`config.mk`:
```
export PLATFORM = sky130hd
export DESIGN_NAME = srsd_top
export DESIGN_NICKNAME = d
export VERILOG_FILES = /design/src/srsd_pkg.sv /design/src/srsd_top.sv
export SDC_FILE = /design/constraint.sdc
export NUM_CORES = 1
export LEC_CHECK = 0
export BUFFER_PORTS_ARGS = -buffer_cell sky130_fd_sc_hd__buf_2
export CORE_MARGIN = 4
export CORE_UTILIZATION = 59
export CTS_CLUSTER_DIAMETER = 30
export DETAILED_ROUTE_END_ITERATION = 8
export GPL_TIMING_DRIVEN = 1
export PLACE_DENSITY = 0.91
export SKIP_LAST_GASP = 1
export SYNTH_ARGS = -nofsm -noshare
export SYNTH_HDL_FRONTEND = slang
export SYNTH_SLANG_ARGS = --single-unit
export TNS_END_PERCENT = 5
```
`constraint.sdc`:
```
create_clock -name clk_i -period 5.9 [get_ports clk_i]
set_input_delay 0.295 -clock clk_i [delete_from_list [all_inputs] [get_ports clk_i]]
set_output_delay 0.295 -clock clk_i [all_outputs]
set_load 0.03 [all_outputs]
```
`src/srsd_pkg.sv`:
```
package srsd_pkg;
  localparam int unsigned ADDR_W = 12;
  localparam int unsigned DATA_W = 8;
  localparam logic [ADDR_W-1:0] OFS_BURST  = 12'h13E;
  localparam logic [ADDR_W-1:0] OFS_POWER  = 12'h140;
  localparam logic [ADDR_W-1:0] OFS_SYNC   = 12'h143;
  localparam logic [ADDR_W-1:0] OFS_DIVBLK = 12'h144;
  // burst_length_control fields
  localparam int unsigned BL_CODE_LSB = 0;
  localparam int unsigned BL_SRC_LSB  = 2;
  // sysref_power_control fields
  localparam int unsigned PW_PLSR_PD = 0;
  localparam int unsigned PW_DDLY_PD = 1;
  localparam int unsigned PW_SR_PD   = 2;
  // sync_control fields
  localparam int unsigned SC_POL     = 0;
  localparam int unsigned SC_MODE_LSB = 1;
  localparam int unsigned SC_REQ_EN  = 3;
  localparam int unsigned SC_SYNC_EN = 4;
  localparam int unsigned SC_CLR     = 5;
  localparam int unsigned SC_SRBLK   = 6;
  localparam int unsigned SC_CLR_OK  = 7;
  localparam logic [DATA_W-1:0] RST_BURST = 8'h00;
  localparam logic [DATA_W-1:0] RST_POWER = 8'h07;
  localparam logic [DATA_W-1:0] RST_SYNC  = 8'h20;
  localparam logic [DATA_W-1:0] RST_DIVBLK = 8'h00;
  localparam logic [4:0] CLR_CYCLES = 5'h0F;
  localparam logic [9:0] DDLY_MIN   = 10'h008;
  localparam logic [1:0] MUX_REF = 2'h0;
  localparam logic [1:0] MUX_RECLK = 2'h1;
  localparam logic [1:0] MUX_PLSR = 2'h2;
  localparam logic [1:0] MUX_CONT = 2'h3;
  typedef enum logic [1:0] {
    SRSD_MODE_OFF  = 2'b00,
    SRSD_MODE_PIN  = 2'b01,
    SRSD_MODE_PLSP = 2'b10,
    SRSD_MODE_PLSW = 2'b11
  } srsd_mode_e;
  typedef struct packed {
    logic [9:0] div;
    logic [9:0] ddly;
    logic       hs;
  } srsd_dclk_cfg_s;
endpackage

```
`src/srsd_top.sv`:
```
`timescale 1ns/1ps
module srsd_top #(
  parameter int unsigned NDIV     = 4,
  parameter int unsigned SR_DIV_W = 13,
  parameter int unsigned LDLY_W   = 4
) (
  input  wire logic                           clk_i,
  input  wire logic                           arst_n_i,
  input  wire logic                           reg_wr_i,
  input  wire logic [srsd_pkg::ADDR_W-1:0]    reg_addr_i,
  input  wire logic [srsd_pkg::DATA_W-1:0]    reg_wdata_i,
  output logic      [srsd_pkg::DATA_W-1:0]    reg_rdata_o,
  input  wire logic                           sync_pin_i,
  input  wire logic                           reference_input_zero_i,
  input  wire logic                           dist_clk_present_i,
  input  wire logic [SR_DIV_W-1:0]            sysref_divide_i,
  input  wire logic [LDLY_W-1:0]              local_sysref_delay_i,
  input  wire srsd_pkg::srsd_dclk_cfg_s [NDIV-1:0] dclk_cfg_i,
  output logic      [NDIV-1:0]                dclk_o,
  output logic      [NDIV-1:0]                half_step_o,
  output logic                                sysref_o,
  output logic                                sync_path_o
);
  // ----------------------------------------------------------------
  // input synchronisers
  // ----------------------------------------------------------------
  logic [2:0] meta_reg, meta_next, syn_reg, syn_next;
  always_comb begin
    meta_next = {dist_clk_present_i, reference_input_zero_i, sync_pin_i};
    syn_next  = meta_reg;
  end
  always_ff @(posedge clk_i or negedge arst_n_i) begin
    if (!arst_n_i) begin
      meta_reg <= '0;
      syn_reg  <= '0;
    end else begin
      meta_reg <= meta_next;
      syn_reg  <= syn_next;
    end
  end
  logic pin_s, ref_s, clk_ok_s;
  assign pin_s    = syn_reg[0];
  assign ref_s    = syn_reg[1];
  assign clk_ok_s = syn_reg[2];

  // ----------------------------------------------------------------
  // registers
  // ----------------------------------------------------------------
  // writes land on this clock, so they already sit in the distribution domain
  logic [srsd_pkg::DATA_W-1:0] burst_reg, burst_next, power_reg, power_next;
  logic [srsd_pkg::DATA_W-1:0] sync_reg, sync_next, divblk_reg, divblk_next;
  logic [srsd_pkg::DATA_W-1:0] rdata_next;
  logic [4:0] clr_cnt_reg, clr_cnt_next;
  logic       clr_ok_reg, clr_ok_next, burst_wr;
  always_comb begin
    burst_next  = burst_reg;
    power_next  = power_reg;
    sync_next   = sync_reg;
    divblk_next = divblk_reg;
    burst_wr    = 1'b0;
    if (reg_wr_i) begin
      unique case (reg_addr_i)
        srsd_pkg::OFS_BURST: begin
          burst_next = reg_wdata_i;
          burst_wr   = 1'b1;
        end
        srsd_pkg::OFS_POWER:  power_next  = reg_wdata_i;
        srsd_pkg::OFS_SYNC:   sync_next   = reg_wdata_i;
        srsd_pkg::OFS_DIVBLK: divblk_next = reg_wdata_i;
        default: ;
      endcase
    end
    sync_next[srsd_pkg::SC_CLR_OK] = 1'b0;
    // clear count restarts while sysref is powered down or as the pulser powers up; only the readback flag waits on it
    clr_cnt_next = clr_cnt_reg;
    clr_ok_next  = clr_ok_reg;
    if (power_reg[srsd_pkg::PW_SR_PD] || power_reg[srsd_pkg::PW_PLSR_PD]
        && !power_next[srsd_pkg::PW_PLSR_PD]) begin
      clr_cnt_next = '0;
      clr_ok_next  = 1'b0;
    end else if (sync_reg[srsd_pkg::SC_CLR]) begin
      if (clr_cnt_reg != srsd_pkg::CLR_CYCLES) begin
        clr_cnt_next = clr_cnt_reg + 5'h01;
      end
      // complete once the clear has stood for the full count, not one cycle more
      clr_ok_next = (clr_cnt_next == srsd_pkg::CLR_CYCLES);
    end
    unique case (reg_addr_i)
      srsd_pkg::OFS_BURST:  rdata_next = burst_reg;
      srsd_pkg::OFS_POWER:  rdata_next = power_reg;
      srsd_pkg::OFS_SYNC:   rdata_next = {clr_ok_reg, sync_reg[srsd_pkg::SC_CLR_OK-1:0]};
      srsd_pkg::OFS_DIVBLK: rdata_next = divblk_reg;
      default:              rdata_next = '0;
    endcase
  end
  always_ff @(posedge clk_i or negedge arst_n_i) begin
    if (!arst_n_i) begin
      burst_reg   <= srsd_pkg::RST_BURST;
      power_reg   <= srsd_pkg::RST_POWER;
      sync_reg    <= srsd_pkg::RST_SYNC;
      divblk_reg  <= srsd_pkg::RST_DIVBLK;
      clr_cnt_reg <= '0;
      clr_ok_reg  <= 1'b0;
      reg_rdata_o <= '0;
    end else begin
      burst_reg   <= burst_next;
      power_reg   <= power_next;
      sync_reg    <= sync_next;
      divblk_reg  <= divblk_next;
      clr_cnt_reg <= clr_cnt_next;
      clr_ok_reg  <= clr_ok_next;
      reg_rdata_o <= rdata_next;
    end
  end

  srsd_pkg::srsd_mode_e mode;
  logic [1:0] src_sel, burst_code;
  logic pol, req_en, sync_en, sr_pd, plsr_pd, clr, sr_blk;
  assign mode       = srsd_pkg::srsd_mode_e'(sync_reg[srsd_pkg::SC_MODE_LSB +: 2]);
  assign src_sel    = burst_reg[srsd_pkg::BL_SRC_LSB +: 2];
  assign burst_code = burst_reg[srsd_pkg::BL_CODE_LSB +: 2];
  assign pol        = sync_reg[srsd_pkg::SC_POL];
  assign req_en     = sync_reg[srsd_pkg::SC_REQ_EN];
  assign sync_en    = sync_reg[srsd_pkg::SC_SYNC_EN];
  assign clr        = sync_reg[srsd_pkg::SC_CLR];
  assign sr_blk     = sync_reg[srsd_pkg::SC_SRBLK];
  assign sr_pd      = power_reg[srsd_pkg::PW_SR_PD];
  assign plsr_pd    = power_reg[srsd_pkg::PW_PLSR_PD];

  // ----------------------------------------------------------------
  // sysref divider, pulser and request
  // ----------------------------------------------------------------
  logic [SR_DIV_W-1:0] srcnt_reg, srcnt_next;
  logic [3:0] left_reg, left_next;
  logic       cont_reg, cont_next, trig_reg, trig_next, pin_pol;
  logic       sr_clk, sr_end, plsr_out, path, sr_hold;
  logic       path_reg, path_next;
  assign pin_pol = pin_s ^ pol;
  assign sr_clk  = srcnt_reg < (sysref_divide_i >> 1);
  assign sr_end  = srcnt_reg >= sysref_divide_i - SR_DIV_W'(1);
  assign sr_hold = path_reg && !sr_blk;
  always_comb begin
    srcnt_next = sr_end ? '0 : srcnt_reg + SR_DIV_W'(1);
    if (sr_pd || sr_hold) begin
      srcnt_next = '0;
    end
    trig_next = pin_pol;
    left_next = left_reg;
    cont_next = cont_reg;
    // a pulse opens only on a period edge and runs its whole high phase, so no runt
    if (sr_end) begin
      cont_next = (left_reg != 4'h0) || (req_en && pin_s);
      if (left_reg != 4'h0) begin
        left_next = left_reg - 4'h1;
      end
    end
    if (!plsr_pd && ((mode == srsd_pkg::SRSD_MODE_PLSP && pin_pol && !trig_reg)
        || (mode == srsd_pkg::SRSD_MODE_PLSW && burst_wr))) begin
      left_next = 4'h1 << burst_next[srsd_pkg::BL_CODE_LSB +: 2];
    end
    // powered-down sysref circuitry keeps no pending pulses for later
    if (sr_pd) begin
      left_next = 4'h0;
      cont_next = 1'b0;
    end
  end
  assign plsr_out = sr_clk && cont_reg && !sr_pd;
  always_comb begin
    unique case (src_sel)
      srsd_pkg::MUX_REF:
        path = (mode == srsd_pkg::SRSD_MODE_PIN) ? pin_pol
             : (mode == srsd_pkg::SRSD_MODE_OFF && plsr_pd) ? ref_s
             : 1'b0;
      srsd_pkg::MUX_RECLK: path = (mode == srsd_pkg::SRSD_MODE_PIN) && pin_pol;
      srsd_pkg::MUX_PLSR:  path = plsr_out;
      srsd_pkg::MUX_CONT:  path = sr_clk && !sr_pd;
    endcase
    path_next = path && sync_en && clk_ok_s;
  end
  always_ff @(posedge clk_i or negedge arst_n_i) begin
    if (!arst_n_i) begin
      srcnt_reg <= '0;
      left_reg  <= '0;
      cont_reg  <= 1'b0;
      trig_reg  <= 1'b0;
      path_reg  <= 1'b0;
    end else begin
      srcnt_reg <= srcnt_next;
      left_reg  <= left_next;
      cont_reg  <= cont_next;
      trig_reg  <= trig_next;
      path_reg  <= path_next;
    end
  end

  // ----------------------------------------------------------------
  // local sysref delay buffer
  // ----------------------------------------------------------------
  logic [(1<<LDLY_W)-1:0] shb_reg, shb_next;
  logic sysref_next;
  always_comb begin
    shb_next    = clr ? '0 : {shb_reg[(1<<LDLY_W)-2:0], path_reg};
    sysref_next = !clr && !sr_pd && shb_reg[local_sysref_delay_i];
  end
  always_ff @(posedge clk_i or negedge arst_n_i) begin
    if (!arst_n_i) begin
      shb_reg     <= '0;
      sysref_o    <= 1'b0;
      sync_path_o <= 1'b0;
    end else begin
      shb_reg     <= shb_next;
      sysref_o    <= sysref_next;
      sync_path_o <= path_next;
    end
  end

  // ----------------------------------------------------------------
  // device clock dividers
  // ----------------------------------------------------------------
  genvar g;
  for (g = 0; g < NDIV; g++) begin : g_div
    logic [9:0] cnt_reg, cnt_next, limit, ddly;
    logic       alt_reg, alt_next, out_next, hold;
    always_comb begin
      hold = path_reg && !divblk_reg[g];
      ddly = (dclk_cfg_i[g].ddly < srsd_pkg::DDLY_MIN) ? srsd_pkg::DDLY_MIN
           : dclk_cfg_i[g].ddly;
      limit = alt_reg ? ddly : dclk_cfg_i[g].div;
      cnt_next = (cnt_reg >= limit - 10'h001) ? 10'h000 : cnt_reg + 10'h001;
      alt_next = alt_reg && (cnt_reg < limit - 10'h001);
      if (hold) begin
        cnt_next = '0;
        alt_next = 1'b1;
      end
      out_next = !hold && !alt_next && cnt_next < (dclk_cfg_i[g].div >> 1);
    end
    always_ff @(posedge clk_i or negedge arst_n_i) begin
      if (!arst_n_i) begin
        cnt_reg        <= '0;
        alt_reg        <= 1'b0;
        dclk_o[g]      <= 1'b0;
        half_step_o[g] <= 1'b0;
      end else begin
        cnt_reg        <= cnt_next;
        alt_reg        <= alt_next;
        dclk_o[g]      <= out_next;
        half_step_o[g] <= dclk_cfg_i[g].hs;
      end
    end
  end
endmodule

```
==> impl_metrics.yaml, run 1 <==
run_status:
  status: "finished, final reports clean"
global_route:
  grt_usage_pct: 26.7
  grt-ovfl-total: 0
  antenna_found_initial: 2
  grt_max_degree: 76
  grt_first_pass_wirelength_um: 40700
  first_global_vias: 8811
detailed_routing:
  drtIter0Drc: 571
  wire_per_inst_um: 16.9
  antenna_left: 0
  vias: 8588
  drt_wl_total_um: 24400
  drc_errors: 0
  dr.pass1.iters: 7
  avgViaCountPerCell: 5.93
layout:
  fill_cells: 1185
  final_cells: 1449
  nets: 1450
  post-route-util_pct: 69.3
  syn2layout_area_growth_pct: 15.6
  layout_common_cells: "buf_2 (143), dfrtp_1 (136), nor2_1 (124)"
  largest_reg_flops: 40
  drive_gt1_share_pct: 18.5
  layout_commonest_cell: "buf_2"
clock_tree:
  clkSinkCount: 140
  clock_latency_ps: 420
  numCtsBuffers: 17
  cts-root-buf: "clkbuf_16"
  h-tree-depth: 4
  hold_buffers: 8
  post_cts_buffers: 0
  cts_buffer_depth: 2
  clk_pin_slew_ps: 60
  ctsResizeCount: 0
  cts_tree: "yes"
job:
  drv_cap: 0
sta:
  setup-tns-final_ps: 0
  period_share_pct: 87.7
  setup_viol: 0
  hold_viol: 0
  tightest_slew_ps: 1250
  drv_slew: 0
  timing.fmax_mhz: 193
  min_period_ps: 5170
  finClkSkew_ps: 7.28
  rsz0062_at_grt: "false"
  slew_headroom_pct: 15.5
place:
  dp_cells: 1407
  io_buffers: 144
  hpwl_um: 18300
  gp_congestion: 0.878
critical_path:
  worstPathArrival_ps: 5480
  rr_worst_depth: 18
  cp-endpoint: "dclk_o[2]"
  startpoint: "g_div[2].alt_reg"
  crit_path_start_kind: "register"
  critPathRequiredTime_ps: 6200
  rr_startpoint: "g_div[2].alt_reg"
  crit_path_end_kind: "register"
  reg2reg_slack_ps: 730
  regToRegEndpoint: "dclk_o[2]"
  crit_fanout: 18
  path_class: "reg -> reg"
power_and_ir_drop:
  p_per_area_nw_per_um2: 356
  p_leak_nw: 5.84
  peakVddDrop_mv: 0.246
hold_path:
  min_path_type: "in -> reg"
  hold_depth: 3
logic_synthesis:
  synth_top_area_share_pct: 34.4
  avgSynthCellArea_sq_um: 9.33
  netlist_top_cells_area: "dfrtp_1 (34%), ha_1 (14%), nor2_1 (4.7%), xor2_1 (4.6%), xnor2_1 (3.5%)"
  synth_top_area_cell: "dfrtp_1"
  synthArstFlopShare_pct: 100
  synth_cell_types: 76
  synth-seq-area-share_pct: 35.4
  synth.net_count: 1298
  syn_area_sq_um: 9910
  synth_seq_cells: 140
  synth_edf_count: 0
  synth_ff_type: "dfrtp_1"
  yosysWarnings: 0
  synth_cells: 1062
die:
  die_h_um: 138
  start_util_pct: 59.9
  ioPinCount: 145
  std_cell_rows: 47
  die_w_um: 138
  core_area_sq_um: 16500
  die_area_sq_um: 18900
## how the worst min path moves through the flow
| stage | startpoint | to | slack, ps |
|---|---|---|---|
| finish | reg_wdata_i[3] | burst_reg[3] | 140 |
| floorplan | arst_n_i | burst_reg[0] | -0.6 |
| global route | reg_wdata_i[3] | burst_reg[3] | 140 |
| detailed placement | meta_reg[1] | syn_reg[1] | 340 |
| CTS | reg_wdata_i[4] | burst_reg[4] | 120 |
| global placement | meta_reg[0] | syn_reg[0] | 330 |
## cell type report
type                    instances  area [sq um]  area share (%)
clock buffers                  23           478            4.17
clock inverters                 9          90.1           0.787
inverters                      85           319            2.79
repair buffers                153           815            7.11
flip-flops and latches        140          3510            30.6
diodes                          2          5.00          0.0437
well taps                     220           275            2.40
multi-input cells             817          5960            52.1
## synthesized netlist by cell type, drive strengths merged (4+ instances only)
cell type / instances
mux2: 24
nor2b: 25
inv: 85
xnor2: 40
nand4b: 5
a222oi: 8
a31oi: 10
dfstp: 4
clkbuf: 10
and4b: 4
nand2b: 11
nor2: 126
buf: 10
a311oi: 4
a211oi: 11
nor3: 18
and3: 15
a21oi: 56
dfrtp: 136
or2: 6
o31ai: 4
a21o: 19
nand4: 22
mux2i: 27
nor4: 10
nand2: 69
o211ai: 4
mux4: 5
xor2: 52
o21ai: 39
nor4b: 4
and4: 4
ha: 109
nand3: 47
## cell families after synthesis
| kind of cell | Yosys count | share of synthesized area, % |
|---|---|---|
| buffers and inverters | 105 | 4.40 |
| AOI/OAI and AO/OA | 184 | 12.3 |
| and+or+nand+nor | 376 | 19.2 |
| muxes | 56 | 6.86 |
| DFF | 140 | 35.4 |
| xor gates and xnor gates | 92 | 8.13 |
| adders and majority gates | 109 | 13.8 |
## critical path, stage by stage, from the launching register on
cell,delay [ps]
dfrtp_1,770
inv_1,230
a311oi_1,350
o211ai_1,190
nor2_1,180
xnor2_1,80
mux2_2,270
ha_1,290
and4_1,210
o21ai_0,70
a31oi_1,140
or4_1,660
nor2_1,230
ha_1,290
a21o_1,190
a21o_1,170
a211oi_1,290
o21ai_0,120
a211oi_1,310
## per-stage QoR
| step | setup slack [ps] | hold WS, ps | power [mW] | area, sq um |
|---|---|---|---|---|
| finish | 727 | 137 | 4.07 | 11500 |
| global route | 421 | 140 | 4.40 | 11400 |
| CTS | 743 | 119 | 4.08 | 11400 |
| detailed placement | 752 | 339 | 3.02 | 10800 |
| global placement | 978 | 334 | 2.91 | 10800 |
| floorplan | 1700 | -0.591 | 2.57 | 9910 |
## layer usage
| layer | track usage [%] | part of all wire (%) |
|---|---|---|
| met1 | 32.3 | 40 |
| met2 | 46.9 | 50 |
| met3 | 4.97 | 6.4 |
| met4 | 10.9 | 2.8 |
| met5 | 0 | 0.029 |
## power breakdown
part           internal (mW)  switching [mW]
sequential              1.12           0.282
clock                  0.614           0.410
combinational          0.750           0.897
Power figures use the tool's default switching activity.
==> run 2: changes to the inputs <==
--- a/config.mk
+++ b/config.mk
@@ -5,13 +5,14 @@
 export SDC_FILE = /design/constraint.sdc
 export NUM_CORES = 1
 export LEC_CHECK = 0
-export BUFFER_PORTS_ARGS = -buffer_cell sky130_fd_sc_hd__buf_2
+export ABC_AREA = 1
 export CORE_MARGIN = 4
-export CORE_UTILIZATION = 59
+export CORE_UTILIZATION = 65
 export CTS_CLUSTER_DIAMETER = 30
 export DETAILED_ROUTE_END_ITERATION = 8
+export DONT_BUFFER_PORTS = 1
 export GPL_TIMING_DRIVEN = 1
-export PLACE_DENSITY = 0.91
+export PLACE_DENSITY = 0.9
 export SKIP_LAST_GASP = 1
 export SYNTH_ARGS = -nofsm -noshare
 export SYNTH_HDL_FRONTEND = slang
==> impl_metrics.yaml, run 2 <==
sta:
  drv_slew: 0
  rsz0062_at_grt: "false"
  tightest_slew_ps: 984
  finClkSkew_ps: 9.51
  setup-tns-final_ps: 0
  slew_headroom_pct: 34.2
  timing.fmax_mhz: 242
  period_share_pct: 69.9
  hold_viol: 0
  min_period_ps: 4130
  setup_viol: 0
logic_synthesis:
  synth_cell_types: 46
  syn_area_sq_um: 10400
  yosys.area_share.simple_pct: 28.5
  synth-adder-area-share_pct: 13.1
  synth_cells: 1419
  synth.net_count: 1655
  yosys-top-cells-count: "nand2_1 (346), inv_1 (231), nor2_1 (154)"
  synth_edf_count: 0
  avgSynthCellArea_sq_um: 7.36
  synth_compound_area_share_pct: 10.4
  synth_ff_type: "dfrtp_1"
  synth_xor_area_share_pct: 4.86
  synth.most_common_cell: "nand2_1"
  synth_top_area_cell: "dfrtp_1"
  synthArstFlopShare_pct: 100
  netlist_top_cells_area: "dfrtp_1 (33%), ha_1 (13%), nand2_1 (12%), inv_1 (8.3%), nor2_1 (5.5%)"
  synth-seq-area-share_pct: 33.6
  synth_top_area_share_pct: 32.6
  yosysWarnings: 0
  synth_mux_area_share_pct: 0
  synth_top_family_by_area: "simple AND/OR/NAND/NOR gates"
  synth_seq_cells: 140
hold_path:
  min_path_type: "in -> reg"
layout:
  nets: 1666
  syn2layout_area_growth_pct: 8.27
  largest_reg_flops: 40
  drive_gt1_share_pct: 7.07
  post-route-util_pct: 71.4
  diodes: 0
  layout_commonest_cell: "nand2_1"
  layout_common_cells: "nand2_1 (346), inv_1 (231), nor2_1 (154)"
die:
  start_util_pct: 66.0
  die_h_um: 135
  core_area_sq_um: 15800
  std_cell_rows: 46
  ioPinCount: 145
  die_area_sq_um: 18200
  die_w_um: 135
clock_tree:
  cts-root-buf: "clkbuf_16"
  numCtsBuffers: 17
  cts_buffer_depth: 2
  clock_latency_ps: 420
  h-tree-depth: 4
  clkSinkCount: 140
  clk_pin_slew_ps: 60
  cts_tree: "yes"
job:
  drv_cap: 0
global_route:
  grt_max_degree: 141
  grt_usage_pct: 27.1
  grt-ovfl-total: 0
  antenna_found_initial: 0
  grt_first_pass_wirelength_um: 40300
  first_global_vias: 8890
place:
  hpwl_um: 18600
  io_buffers: 0
  gp_congestion: 0.908
power_and_ir_drop:
  peakVddDrop_mv: 0.305
  p_leak_nw: 5.96
  p_per_area_nw_per_um2: 357
  power_mw: 4.04
detailed_routing:
  drtIter0Drc: 574
  wire_per_inst_um: 14.6
  drc_errors: 0
  vias: 9237
  drt_wl_total_um: 24300
  antenna_left: 0
  avgViaCountPerCell: 5.57
  dr.pass1.iters: 5
critical_path:
  worstPathArrival_ps: 4470
  critPathRequiredTime_ps: 6240
  crit_path_start_kind: "register"
  crit_fanout: 17
  path_class: "reg -> reg"
  crit_path_end_kind: "register"
  reg2reg_slack_ps: 1770
run_status:
  status: "finished, final reports clean"
[run 2: cells by family after synthesis]
family | count (synthesis)
compound gates | 184
buf+inv | 252
flops | 140
xor+xnor | 58
simple gates | 676
fa+ha+maj | 109
[run 2: final timing paths]
kind | startpoint | to | cells past startpoint
max in group asynchronous | arst_n_i | half_step_o[3] | 2
max reg2reg | g_div[3].alt_reg | dclk_o[3] | 24
min | local_sysref_delay_i[3] | sysref_o | 2
min in group asynchronous | arst_n_i | srcnt_reg[5] | 2
max | g_div[3].alt_reg | dclk_o[3] | 24
min reg2reg | meta_reg[0] | syn_reg[0] | 0
[run 2: per-stage QoR]
step / setup WS [ps] / std cells / area (sq um) / hold slack, ps
finish: 1770 / 1659 / 11300 / 36.0
global route: 1320 / 1659 / 11300 / 43.6
CTS: 1820 / 1659 / 11300 / 8.47
detailed placement: 1860 / 1618 / 10600 / 4.08
global placement: 1940 / 1618 / 10600 / 8.30
floorplan: 2510 / 1419 / 10400 / -0.591
[run 2: per-layer routing]
layer,vias to the layer above,wire length [um],global-route usage [%]
met5,-,0,0
met4,0,556,8.71
met3,55,1560,5.92
met2,310,11900,46.0
met1,4292,10300,34.7
li1,4580,-,-
[run 2: report_power, final]
group / switching, mW / total, mW / internal [mW] / leakage [nW]
sequential: 0.230 / 1.32 / 1.09 / 1.85
clock: 0.421 / 1.08 / 0.658 / 0.285
combinational: 1.00 / 1.64 / 0.637 / 3.82
total: 1.66 / 4.04 / 2.39 / 5.96
[run 2: what timing repair did]
action,in CTS,in global routing
endpoints found under the hold margin,147,0
hold buffers,9,0
setup buffers,0,0
gates resized for setup,0,0
[run 2: layout make-up]
class | instances | area, sq um
multi-input combinational | 1027 | 5940
fill | 1218 | 4520
sequential | 140 | 3510
inverter | 235 | 882
clock buffer | 20 | 467
tap | 216 | 270
clock inverter | 12 | 135
timing repair buffer | 9 | 108
[run 2: critical path, stage by stage, from the launching register on]
cell and delay, ps:
dfrtp_1 640, inv_1 210, nor2_1 120, o21ai_0 130, o21ai_2 130, nand2_1 120
nor2_1 260, nand2_1 110, nand2_1 80, inv_1 40, ha_1 260, nand2_1 80
inv_1 40, a21oi_1 140, nand2_1 60, nor2_1 260, nand2_2 200, nor2_1 210
ha_1 270, a21o_1 160, a21oi_1 110, nand3_1 100, nor2_1 110, nand2_1 60
a21oi_1 140
==> run 3: changes to the inputs <==
==> constraint.sdc (replaced) <==
create_clock -name clk_i -period 3.9 [get_ports clk_i]
set_input_delay 0.195 -clock clk_i [delete_from_list [all_inputs] [get_ports clk_i]]
set_output_delay 0.195 -clock clk_i [all_outputs]
set_load 0.03 [all_outputs]
==> impl_metrics.yaml, run 3 (synthesis results as in run 2) <==
place:
  pre_cts_slack_ps: -55.4
  hpwl_um: 18500
  io_buffers: 0
  gp_congestion: 0.943
detailed_routing:
  avgViaCountPerCell: 5.61
  vias: 9449
  wire_per_inst_um: 14.8
  drc_errors: 0
  drtIter0Drc: 675
  antenna_left: 0
  drt_wl_total_um: 24900
  dr.pass1.iters: 9
power_and_ir_drop:
  peakVddDrop_mv: 0.468
  p_per_area_nw_per_um2: 548
  p_leak_nw: 6.11
sta:
  setup_viol: 0
  period_share_pct: 94.0
  hold_viol: 0
  tightest_slew_ps: 720
  fin_ws_ps: 235
  finClkSkew_ps: 10.0
  finalHoldWorstSlack_ps: 11.7
  slew_headroom_pct: 52.0
  min_period_ps: 3660
  drv_slew: 0
  timing.fmax_mhz: 273
  rsz0062_at_grt: "true"
global_route:
  first_global_vias: 9025
  grt_first_pass_wirelength_um: 40600
  grt_usage_pct: 27.3
  grt-ovfl-total: 0
  grt_max_degree: 141
  antenna_found_initial: 0
die:
  start_util_pct: 66.0
  die_w_um: 135
  die_h_um: 135
  ioPinCount: 145
  die_area_sq_um: 18200
  std_cell_rows: 46
  core_area_sq_um: 15800
critical_path:
  crit_path_start_kind: "register"
  startpoint: "g_div[3].alt_reg"
  critPathRequiredTime_ps: 4240
  rr_startpoint: "g_div[3].alt_reg"
  crit_fanout: 9
  crit_path_end_kind: "register"
  worstPathArrival_ps: 4000
  reg2reg_slack_ps: 240
  path_class: "reg -> reg"
layout:
  fill_cells: 1129
  layout_commonest_cell: "nand2_1"
  layout_common_cells: "nand2_1 (344), inv_1 (230), nor2_1 (145)"
  drive_gt1_share_pct: 9.61
  largest_reg_flops: 40
  nets: 1691
  multi_input_area_sq_um: 6020
  diodes: 0
  final-seq-area_sq_um: 3510
  syn2layout_area_growth_pct: 11.5
clock_tree:
  numCtsBuffers: 17
  clk_pin_slew_ps: 60
  clkSinkCount: 140
  cts-root-buf: "clkbuf_16"
  h-tree-depth: 4
  clock_latency_ps: 420
  cts_tree: "yes"
  cts_buffer_depth: 2
job:
  drv_cap: 0
hold_path:
  min_from: "dclk_cfg_i[54]"
  min_path_type: "in -> reg"
run_status:
  status: "finished, final reports clean"
==> run 3: cell types whose count changed in the layout (fill, tap and decap cells not counted), moves of 3 or more <==
cell / before / now
o21ai_0: 57 / 52
nor2_2: 10 / 18
dfrtp_2: 0 / 3
a21oi_2: 5 / 9
buf_4: 0 / 12
dlygate4sd3_1: 8 / 18
nor2_1: 154 / 145
a21oi_1: 64 / 60
clkinvlp_4: 4 / 0
dfrtp_1: 136 / 133
clkbuf_8: 3 / 0
==> run 3: critical path, stage by stage (launching register included) <==
cell     delay, ps
dfrtp_2        450
buf_2          190
o21ai_2        200
inv_1           90
nor2_1         170
nand3_1        110
nor2_1         180
xor2_1         200
ha_1           270
nand2_1         80
nand2_1         50
a21oi_1        130
nand2_1         80
nor2_2         160
nand2_2        170
nor2_2         180
ha_1           250
a21o_1         160
a21oi_1        110
nand3_1         80
nor2_1          80
nand2_1         50
a21oi_1        140
==> run 3: path summary, 6_finish.rpt <==
kind | endpoint | depth (start not counted)
worst min-delay path | dclk_o[2] | 4
min in group asynchronous | srcnt_reg[3] | 2
worst max register to register | dclk_o[3] | 22
worst min register to register | syn_reg[0] | 0
worst max-delay path | dclk_o[3] | 22
max in group asynchronous | g_div[3].alt_reg | 2
==> run 3: power by group <==
group          total, mW  internal [mW]  switching (mW)
Combinational       2.68           1.05            1.62
Clock               1.75           1.08           0.664
Sequential          1.95           1.65           0.298
Total               6.38           3.79            2.59
==> run 3: area by class of cell <==
type | count | share of cell area, %
clock inverters | 14 | 1.77
clock buffers | 17 | 3.65
well taps | 216 | 2.32
inverters | 235 | 7.58
multi-input cells | 1027 | 51.8
repair buffers | 34 | 2.74
flip-flops and latches | 140 | 30.2
==> run 3: metal layers <==
metal  vias to the layer above  GRT usage [%]  wire length [um]
li1                       4624              -                 -
met1                      4398           35.5             10500
met2                       368           47.0             12300
met3                        59           4.73              1470
met4                         0           7.86               598
met5                         -              0                 0
==> run 3: stage by stage <==
stage	cell area [sq um]	TNS, ps	total power, mW	std cells	util (%)
2_1_floorplan	10400	0	3.91	1419	-
3_3_place_gp	10700	0	4.29	1627	67.4
3_5_place_dp	10700	-55.4	4.44	1627	67.4
4_1_cts	11500	-4.60	6.26	1677	72.7
5_1_grt	11600	-177	6.90	1683	73.5
6_report	11600	0	6.38	1683	73.5
==> run 3: repair_timing <==
action                     CTS  global route
setup endpoints to repair    2             4
gates resized for setup      1            33
setup buffers                0             6
hold buffers                19             0
hold endpoints to repair   163             0
pin swaps                    0             2
